[config.mk]
export PLATFORM = sky130hd
export DESIGN_NAME = current_circuit_supervision
export DESIGN_NICKNAME = d
export VERILOG_FILES = /design/src/design/cts_pkg.sv /design/src/design/current_circuit_supervision.sv
export SDC_FILE = /design/constraint.sdc
export NUM_CORES = 2
export LEC_CHECK = 0
export ABC_AREA = 0
export ABC_CLOCK_PERIOD_IN_PS = 17970
export BUFFER_PORTS_ARGS = -buffer_cell sky130_fd_sc_hd__buf_2
export CORE_AREA = 8 8 298 589
export CTS_BUF_LIST = sky130_fd_sc_hd__clkbuf_16
export DETAILED_ROUTE_END_ITERATION = 12
export DIE_AREA = 0 0 306 597
export GPL_TIMING_DRIVEN = 0
export PLACE_DENSITY = 0.63
export SYNTH_ARGS = -nofsm -noshare
export SYNTH_HDL_FRONTEND = slang
export SYNTH_SLANG_ARGS = --single-unit
[constraint.sdc]
create_clock -name MCLK -period 17.97 [get_ports MCLK]
set_clock_uncertainty 0.05 [all_clocks]
set_input_delay 3.594 -clock MCLK [delete_from_list [all_inputs] [get_ports MCLK]]
set_output_delay 3.594 -clock MCLK [all_outputs]
set_load 0.02 [all_outputs]
[src/design/cts_pkg.sv]
// package for the current circuit supervision block
`default_nettype none
package cts_pkg;
  // magnitudes in 0.01 x In units, ratios in 0.01 percent units
  localparam int MAG_W = 16;
  localparam int ANG_W = 16;
  localparam int DLY_W = 19;
  localparam logic [MAG_W-1:0] HIGH_LIMIT_RST = 16'h0078;
  localparam logic [MAG_W-1:0] LOW_LIMIT_RST = 16'h000A;
  localparam logic [MAG_W-1:0] MINMAX_RATIO_RST = 16'h03E8;
  localparam logic [MAG_W-1:0] SEQ_RATIO_RST = 16'h1324;
  localparam logic [MAG_W-1:0] SUM_DIFF_RST = 16'h000A;
  // delay step count: 0.5 s / 5 ms
  localparam logic [DLY_W-1:0] DELAY_STEPS_RST = 19'h00064;
  localparam int DELAY_STEP_US = 5000;
  localparam int CLK_MHZ = 125;
  localparam int STEP_CYCLES = DELAY_STEP_US * CLK_MHZ;
  localparam int HYST_PICK_PCT = 97;
  localparam int HYST_REL_PCT = 103;
  localparam int PCT_DIV = 100;
  localparam int RATIO_SCALE = 10000;

  typedef enum logic [1:0] {RES_NONE, RES_ONE, RES_TWO} residual_sel_t;
  typedef enum logic [1:0] {FORCE_NORMAL, FORCE_ALARM, FORCE_BLOCKED}
    force_sel_t;

  typedef struct packed {
    logic [MAG_W-1:0] phase_a;
    logic [MAG_W-1:0] phase_b;
    logic [MAG_W-1:0] phase_c;
    logic [MAG_W-1:0] residual_channel_one;
    logic [MAG_W-1:0] residual_channel_two;
    logic [MAG_W-1:0] seq_pos;
    logic [MAG_W-1:0] seq_neg;
    logic [MAG_W-1:0] sum_mag_add;
    logic [MAG_W-1:0] sum_mag_sub;
    logic signed [ANG_W-1:0] sum_ang;
    logic signed [ANG_W-1:0] res_ang;
    logic signed [ANG_W-1:0] natural_ang;
  } meas_t;

  typedef struct packed {
    logic [MAG_W-1:0] high_limit;
    logic [MAG_W-1:0] low_limit;
    logic [MAG_W-1:0] minmax_ratio;
    logic [MAG_W-1:0] sequence_unbalance_ratio;
    logic [MAG_W-1:0] sum_diff;
    logic [DLY_W-1:0] delay_steps;
  } settings_t;
endpackage
`default_nettype wire

[src/design/current_circuit_supervision.sv]
// current transformer circuit supervision with definite delay alarm
// Summary of operation
// RL1 - thresholds use 97/103 percent hysteresis
// RL2 - one threshold shared by phases and residual
// RL3 - any phase above upper limit inhibits
// RL4 - lower limit condition on phases required
// RL5 - min/max phase ratio below setting required
// RL6 - negative/positive ratio above setting required
// RL7 - residual difference above limit when enabled
// RL8 - alarm only after definite delay elapses
// RL9 - settings change live without halting
// RL10 - blocking sampled at cycle start
// RL11 - unblocked pick-up asserts start, starts timer
// RL12 - blocked pick-up asserts blocked, no timing
// RL13 - blocking clears start like drop-out
// RL14 - blocker asserts 5 ms before expiry; not implemented here, there is no pre-expiry output
// RL15 - definite-time characteristic only
// RL16 - report residual difference magnitude and angle
// RL17 - report natural unbalance angle
// RL18 - all enabled conditions must hold together
// RL19 - residual selector none, one, two
// RL20 - residual polarity add or subtract
// RL21 - force status normal, alarm, blocked
// RL22 - condition loss clears timer and alarm
`default_nettype none
module current_circuit_supervision #(
  parameter int STEP_CYC = cts_pkg::STEP_CYCLES
) (
  input wire logic MCLK,
  input wire logic RST,
  input wire logic CE,
  input wire logic CYCLE_STROBE,
  input wire cts_pkg::meas_t MEAS,
  input wire cts_pkg::settings_t SETTINGS,
  input wire cts_pkg::residual_sel_t RES_SEL,
  input wire logic RES_SUBTRACT,
  input wire logic FORCE_EN,
  input wire cts_pkg::force_sel_t FORCE_SEL,
  input wire logic BLOCK_IN,
  output logic START,
  output logic BLOCKED,
  output logic ALARM,
  output logic [cts_pkg::MAG_W-1:0] SUM_DIFF_MAG,
  output logic signed [cts_pkg::ANG_W-1:0] SUM_DIFF_ANG,
  output logic signed [cts_pkg::ANG_W-1:0] NATURAL_ANG
);
  localparam int SC_W = 24;

  typedef struct packed {
    logic [3:0] above_low;
    logic [2:0] above_high;
    logic ratio_ok;
    logic seq_ok;
    logic diff_ok;
    logic block_s;
    logic start;
    logic blocked;
    logic alarm;
    logic [SC_W-1:0] step_cnt;
    logic [cts_pkg::DLY_W-1:0] steps;
    logic [cts_pkg::MAG_W-1:0] diff_mag;
    logic signed [cts_pkg::ANG_W-1:0] diff_ang;
    logic signed [cts_pkg::ANG_W-1:0] nat_ang;
  } state_t;

  state_t q, d;

  // hysteresis compare: a*100 against thr*103 to pick, thr*97 to hold
  function automatic logic hyst(input logic [cts_pkg::MAG_W-1:0] a,
                                input logic [cts_pkg::MAG_W-1:0] thr,
                                input logic prev);
    logic [31:0] lhs;
    logic [31:0] pick;
    logic [31:0] rel;
    lhs = 32'(a) * 32'(cts_pkg::PCT_DIV);
    pick = 32'(thr) * 32'(cts_pkg::HYST_REL_PCT);
    rel = 32'(thr) * 32'(cts_pkg::HYST_PICK_PCT);
    if (prev) begin
      hyst = lhs > rel; // RL1
    end else begin
      hyst = lhs > pick; // RL1
    end
  endfunction

  function automatic logic [cts_pkg::MAG_W-1:0] mx(
      input logic [cts_pkg::MAG_W-1:0] a,
      input logic [cts_pkg::MAG_W-1:0] b);
    mx = (a > b) ? a : b;
  endfunction

  function automatic logic [cts_pkg::MAG_W-1:0] mn(
      input logic [cts_pkg::MAG_W-1:0] a,
      input logic [cts_pkg::MAG_W-1:0] b);
    mn = (a < b) ? a : b;
  endfunction

  // num*10000*100 > thr*den*pct, hysteresis on the threshold side
  function automatic logic ratio_gt(input logic [cts_pkg::MAG_W-1:0] num,
                                    input logic [cts_pkg::MAG_W-1:0] den,
                                    input logic [cts_pkg::MAG_W-1:0] thr,
                                    input logic prev);
    logic [47:0] lhs;
    logic [47:0] rhs;
    lhs = 48'(num) * 48'(cts_pkg::RATIO_SCALE) * 48'(cts_pkg::PCT_DIV);
    rhs = 48'(thr) * 48'(den);
    if (prev) begin
      ratio_gt = lhs > rhs * 48'(cts_pkg::HYST_PICK_PCT); // RL1
    end else begin
      ratio_gt = lhs > rhs * 48'(cts_pkg::HYST_REL_PCT); // RL1
    end
  endfunction

  logic [cts_pkg::MAG_W-1:0] ph_max, ph_min, res_mag, sum_mag;
  logic res_en, high_any, low_any, low_below, pickup;

  always_comb begin
    ph_max = mx(mx(MEAS.phase_a, MEAS.phase_b), MEAS.phase_c);
    ph_min = mn(mn(MEAS.phase_a, MEAS.phase_b), MEAS.phase_c);
    res_en = (RES_SEL == cts_pkg::RES_ONE) ||
             (RES_SEL == cts_pkg::RES_TWO); // RL19
    res_mag = (RES_SEL == cts_pkg::RES_TWO) ?
              MEAS.residual_channel_two : MEAS.residual_channel_one; // RL19
    // front end supplies both polarities of the phasor sum
    sum_mag = RES_SUBTRACT ? MEAS.sum_mag_sub : MEAS.sum_mag_add; // RL20
    high_any = |q.above_high; // RL3
    low_any = |q.above_low[2:0]; // RL2
    low_below = ~&q.above_low[2:0]; // RL4
    pickup = !high_any && low_any && low_below && q.ratio_ok &&
             q.seq_ok && q.diff_ok; // RL18
  end

  always_comb begin
    d = q;
    if (CYCLE_STROBE) begin
      // settings read live each cycle, no halt on group change
      d.above_low[0] = hyst(MEAS.phase_a, SETTINGS.low_limit,
                            q.above_low[0]); // RL9
      d.above_low[1] = hyst(MEAS.phase_b, SETTINGS.low_limit,
                            q.above_low[1]); // RL2
      d.above_low[2] = hyst(MEAS.phase_c, SETTINGS.low_limit,
                            q.above_low[2]); // RL2
      d.above_low[3] = res_en && hyst(res_mag, SETTINGS.low_limit,
                                      q.above_low[3]); // RL2
      d.above_high[0] = hyst(MEAS.phase_a, SETTINGS.high_limit,
                             q.above_high[0]); // RL3
      d.above_high[1] = hyst(MEAS.phase_b, SETTINGS.high_limit,
                             q.above_high[1]); // RL3
      d.above_high[2] = hyst(MEAS.phase_c, SETTINGS.high_limit,
                             q.above_high[2]); // RL3
      // min/max below setting: inverse of min exceeding it
      d.ratio_ok = !ratio_gt(ph_min, ph_max, SETTINGS.minmax_ratio,
                             !q.ratio_ok) && (ph_max != '0); // RL5
      d.seq_ok = ratio_gt(MEAS.seq_neg, MEAS.seq_pos,
                          SETTINGS.sequence_unbalance_ratio,
                          q.seq_ok) && (MEAS.seq_pos != '0); // RL6
      // residual condition met while monitoring is off, taken at strobe
      d.diff_ok = !res_en ||
                  hyst(sum_mag, SETTINGS.sum_diff, q.diff_ok); // RL7
      d.diff_mag = sum_mag; // RL16
      d.diff_ang = MEAS.sum_ang - MEAS.res_ang; // RL16
      d.nat_ang = MEAS.natural_ang; // RL17
      d.block_s = BLOCK_IN; // RL10
    end
    if (!pickup) begin
      d.start = 1'b0; // RL22
      d.blocked = 1'b0;
      d.alarm = 1'b0; // RL22
      d.steps = '0; // RL22
      d.step_cnt = '0;
    end else if (q.block_s) begin
      d.blocked = 1'b1; // RL12
      d.start = 1'b0; // RL13
      d.alarm = 1'b0; // RL13
      d.steps = '0; // RL13
      d.step_cnt = '0;
    end else begin
      d.start = 1'b1; // RL11
      d.blocked = 1'b0;
      // definite time only: fixed count of 5 ms steps
      if (q.steps >= SETTINGS.delay_steps) begin
        d.alarm = 1'b1; // RL8
      end else if (q.step_cnt == SC_W'(STEP_CYC - 1)) begin
        d.step_cnt = '0;
        d.steps = q.steps + 1'b1; // RL15
      end else begin
        d.step_cnt = q.step_cnt + 1'b1; // RL15
      end
    end
  end

  always_ff @(posedge MCLK) begin
    if (RST) begin
      q <= '0;
    end else if (CE) begin
      q <= d;
    end
  end

  always_comb begin
    START = q.start;
    BLOCKED = q.blocked;
    ALARM = q.alarm;
    if (FORCE_EN) begin
      case (FORCE_SEL)
        cts_pkg::FORCE_ALARM: begin
          START = 1'b1; // RL21
          BLOCKED = 1'b0;
          ALARM = 1'b1; // RL21
        end
        cts_pkg::FORCE_BLOCKED: begin
          START = 1'b0;
          BLOCKED = 1'b1; // RL21
          ALARM = 1'b0;
        end
        default: begin
          START = 1'b0; // RL21
          BLOCKED = 1'b0;
          ALARM = 1'b0;
        end
      endcase
    end
    SUM_DIFF_MAG = q.diff_mag;
    SUM_DIFF_ANG = q.diff_ang;
    NATURAL_ANG = q.nat_ang;
  end
endmodule
`default_nettype wire

==> insert_results.sql <==
INSERT INTO impl_metrics (metric_group, metric, value, unit) VALUES
('outcome', 'run_status', 'finished, violations left', ''),
('outcome', 'failed_checks', 'setup timing', ''),
('yosys', 'synth-compound-area-share', '0.143', ''),
('clocking', 'clock_sink_count', '104', ''),
('timing', 'worst_slack', '-0.296', 'ns'),
('final_layout', 'final_layout_size_suffix_gt1_frac', '0.0845', ''),
('placement', 'hpwlAfterDp', '186000', 'microns'),
('timing', 'relSlewSlack', '0.0554', ''),
('setup_path', 'critPathLaunchType', 'input pin', ''),
('final_layout', 'final_core_utilization', '0.491', ''),
('timing', 'final.min_clock_period', '18.27', 'ns'),
('setup_path', 'cp.required', '18.27', 'ns'),
('final_layout', 'num-nets-final', '12300', ''),
('die', 'die_h', '597', 'microns'),
('global_route', 'grt_pass1_wl', '343000', 'microns'),
('timing', 'final-setup-viol-count', '1', ''),
('yosys', 'synth_top_family_by_area', 'adder cells', ''),
('route', 'drc_markers', '0', ''),
('clocking', 'cts.htree.levels', '3', ''),
('timing', 'achievable-frequency', '54.7', 'MHz'),
('yosys', 'ys_seq_area_frac', '0.0277', ''),
('yosys', 'synth_cell_types', '92', ''),
('global_route', 'maximum_number_of_pins_on_one_net_before_global_route_repair', '23', ''),
('global_route', 'number_of_global_route_vias_before_repair', '63200', ''),
('placement', 'placedInstanceArea', '0.0795', 'sq mm'),
('route', 'post_drt_wl_per_cell', '18.9', 'microns'),
('yosys', 'synth_xor_area_frac', '0.0498', ''),
('global_route', 'antenna_found_initial', '32', ''),
('timing', 'post-route-period-util', '1.02', ''),
('clocking', 'tritoncts', 'yes', ''),
('die', 'floorplan.core_area', '0.168', 'sq mm'),
('die', 'placement_rows', '213', ''),
('clocking', 'worstSkewPairLatency', '0.47', 'ns'),
('yosys', 'syn-mean-instance-area', '8.51', 'sq um'),
('clocking', 'cts_root_buffer', 'sky130_fd_sc_hd__clkbuf_16', ''),
('setup_path', 'count_of_buffer_and_inverter_cells_on_the_critical_path', '16', ''),
('timing', 'worstMarginPinSlew', '1.40', 'ns'),
('yosys', 'synthesis.yosys.warnings', '0', ''),
('worst_hold_path', 'min_path_type', 'reg -> reg', ''),
('die', 'initial_core_util', '0.448', ''),
('global_route', 'groute.usage.overall', '0.234', ''),
('final_layout', 'syn_to_final_growth', '9.53', '%'),
('setup_path', 'timing.critical_path.fanout_max', '8', ''),
('placement', 'gp_congestion', '0.943', ''),
('job', 'cap_violations', '0', ''),
('setup_path', 'critPathMaxStageDelay', '0.60', 'ns'),
('clocking', 'cts.reportedPaths.clkPinSlew', '0.14', 'ns'),
('setup_path', 'critical_setup_path_kind', 'in -> reg', ''),
('clocking', 'max-clock-path-buffers', '2', ''),
('global_route', 'globalRoute.totalOverflow', '0', ''),
('route', 'num_vias', '62700', ''),
('final_layout', 'fin_area', '0.0823', 'sq mm'),
('placement', 'io_buffers', '308', ''),
('setup_path', 'worstPathArrival', '18.56', 'ns'),
('die', 'ioPinCount', '353', ''),
('clocking', 'cts_inserted_buffers', '9', ''),
('yosys', 'post_synth_fa_ha_maj_area_fraction', '0.551', ''),
('route', 'drt.antenna.violating_nets', '0', ''),
('timing', 'final_max_slew_viol_count', '0', ''),
('yosys', 'synth.ff_latch_count', '104', ''),
('yosys', 'synth-simple-area-share', '0.129', ''),
('die', 'die-area', '0.183', 'sq mm'),
('setup_path', 'path_delay_family', 'adder cells', ''),
('yosys', 'synth.cell_area', '0.0751', 'sq mm'),
('route', 'drt_pass1_iterations', '6', ''),
('route', 'viasPerCell', '5.49', ''),
('route', 'detailedRoute.firstIterationViolations', '3506', ''),
('setup_path', 'timing.critical_path.to_type', 'register', ''),
('timing', 'unrepaired_setup_endpoints_after_global_routing', 'true', ''),
('setup_path', 'critical-path-top-cell-by-count', 'sky130_fd_sc_hd__fa_1', ''),
('yosys', 'synthCells', '8820', ''),
('yosys', 'async_flop_share', '0', ''),
('timing', 'finalHoldViolations', '0', ''),
('yosys', 'synthesis.nets', '11900', ''),
('yosys', 'synth_mux_area_frac', '0.00413', ''),
('setup_path', 'cpMaxStageDelayCell', 'sky130_fd_sc_hd__fa_1', ''),
('die', 'die_w', '306', 'microns'),
('placement', 'post-place-ws', '-3.34', 'ns'),
('yosys', 'synth-edff-count', '0', ''),
('route', 'wirelength', '216000', 'microns'),
('yosys', 'main_synth_ff_type', 'sky130_fd_sc_hd__dfxtp_1', '');
==> metal layers <==
layer  up-vias  share of wire  GRT usage
li1      30600              -          -
met4        34          0.031     0.0644
met2      1619           0.44      0.376
met5         -         0.0011          0
met1     30200           0.46      0.321
met3       331          0.066     0.0434
==> per-stage QoR <==
step | hold slack (ns) | setup TNS, ns | instances
2_1_floorplan | 0.381 | 0 | 8820
3_3_place_gp | 0.390 | -3.33 | 11300
3_5_place_dp | 0.398 | -3.34 | 11300
4_1_cts | 0.409 | -0.174 | 11400
5_1_grt | 0.419 | -0.762 | 11400
6_report | 0.409 | -0.296 | 11400
==> worst register-to-register path: cells and delay by family, from the launching register on <==
| family | cells | cell delay (ns) |
|---|---|---|
| flops | 1 | 0.67 |
| compound gates | 3 | 1.41 |
| buf+inv | 2 | 0.72 |
| simple gates | 4 | 1.89 |
==> logic make-up (layout without fill, tap and decap cells) <==
kind of cell | Yosys count | after routing
and+or+nand+nor | 1980 | 1980
muxes | 30 | 30
buffers and inverters | 1864 | 2307
other | 0 | 8
xor gates and xnor gates | 427 | 427
AOI/OAI and AO/OA | 1642 | 1642
adders and majority gates | 2773 | 2773
DFF | 104 | 104
==> state kept, by name, indices dropped and copies added (netlist names) <==
register	flops
q	56
SUM_DIFF_MAG	16
SUM_DIFF_ANG	16
NATURAL_ANG	16
==> synthesized netlist by cell type (73+ instances only) <==
| master | n | share of area |
|---|---|---|
| sky130_fd_sc_hd__xnor2_1 | 256 | 0.030 |
| sky130_fd_sc_hd__o21ai_0 | 297 | 0.020 |
| sky130_fd_sc_hd__nor3_1 | 124 | 0.0083 |
| sky130_fd_sc_hd__inv_1 | 1669 | 0.083 |
| sky130_fd_sc_hd__xor2_1 | 171 | 0.020 |
| sky130_fd_sc_hd__ha_1 | 1887 | 0.31 |
| sky130_fd_sc_hd__nor2b_1 | 73 | 0.0061 |
| sky130_fd_sc_hd__dfxtp_1 | 104 | 0.028 |
| sky130_fd_sc_hd__a21o_1 | 331 | 0.033 |
| sky130_fd_sc_hd__nor2_1 | 339 | 0.017 |
| sky130_fd_sc_hd__fa_1 | 886 | 0.24 |
| sky130_fd_sc_hd__nand4_1 | 121 | 0.010 |
| sky130_fd_sc_hd__nand3_1 | 140 | 0.0093 |
| sky130_fd_sc_hd__clkbuf_1 | 136 | 0.0068 |
| sky130_fd_sc_hd__a21oi_1 | 466 | 0.031 |
| sky130_fd_sc_hd__nand2_1 | 660 | 0.033 |
| sky130_fd_sc_hd__and2_1 | 231 | 0.019 |
==> layout by cell type, fill, tap and decap left out, types with 104 or more instances in the layout <==
master and count:
sky130_fd_sc_hd__xnor2_1 249, sky130_fd_sc_hd__nor3_1 120, sky130_fd_sc_hd__buf_4 154, sky130_fd_sc_hd__nor2_1 331, sky130_fd_sc_hd__dfxtp_1 104, sky130_fd_sc_hd__nand2_1 652, sky130_fd_sc_hd__nand3_1 139, sky130_fd_sc_hd__ha_1 1848
sky130_fd_sc_hd__inv_1 1646, sky130_fd_sc_hd__a21oi_1 433, sky130_fd_sc_hd__clkbuf_1 109, sky130_fd_sc_hd__nand4_1 121, sky130_fd_sc_hd__fa_1 873, sky130_fd_sc_hd__a21o_1 331, sky130_fd_sc_hd__and2_1 226, sky130_fd_sc_hd__buf_2 296
sky130_fd_sc_hd__o21ai_0 280, sky130_fd_sc_hd__xor2_1 167
==> timing repair <==
action                     4_1_cts  5_1_grt
gates resized for setup        221      103
gates cloned                     5        0
pin swaps                      116       87
setup buffers                   88       26
setup endpoints to repair        1        1
hold buffers                     0        0
==> final timing paths <==
check,startpoint,endpoint,slack (ns),depth (start not counted)
setup reg to reg,q[95]$_SDFFE_PP0P_,q[77]$_SDFFE_PP0P_,13.19,9
hold / removal,SUM_DIFF_ANG[7]$_SDFFE_PP0P_,SUM_DIFF_ANG[7]$_SDFFE_PP0P_,0.41,2
setup / recovery,MEAS[162],q[97]$_SDFFE_PP0P_,-0.30,74
hold reg to reg,SUM_DIFF_ANG[7]$_SDFFE_PP0P_,SUM_DIFF_ANG[7]$_SDFFE_PP0P_,0.41,2
==> layout make-up <==
| type | count | area [sq um] |
|---|---|---|
| Clock buffer | 9 | 225 |
| Tap cell | 2150 | 2690 |
| Multi-Input combinational cell | 6852 | 67100 |
| Sequential cell | 104 | 2080 |
| Clock inverter | 7 | 91.3 |
| Buffer | 194 | 1120 |
| Antenna cell | 8 | 20.0 |
| Fill cell | 16200 | 85400 |
| Timing Repair Buffer | 427 | 2610 |
| Inverter | 1670 | 6280 |
Power is not shown: default switching activity piles up to over one toggle a cycle in this logic, so the estimate is an artifact.
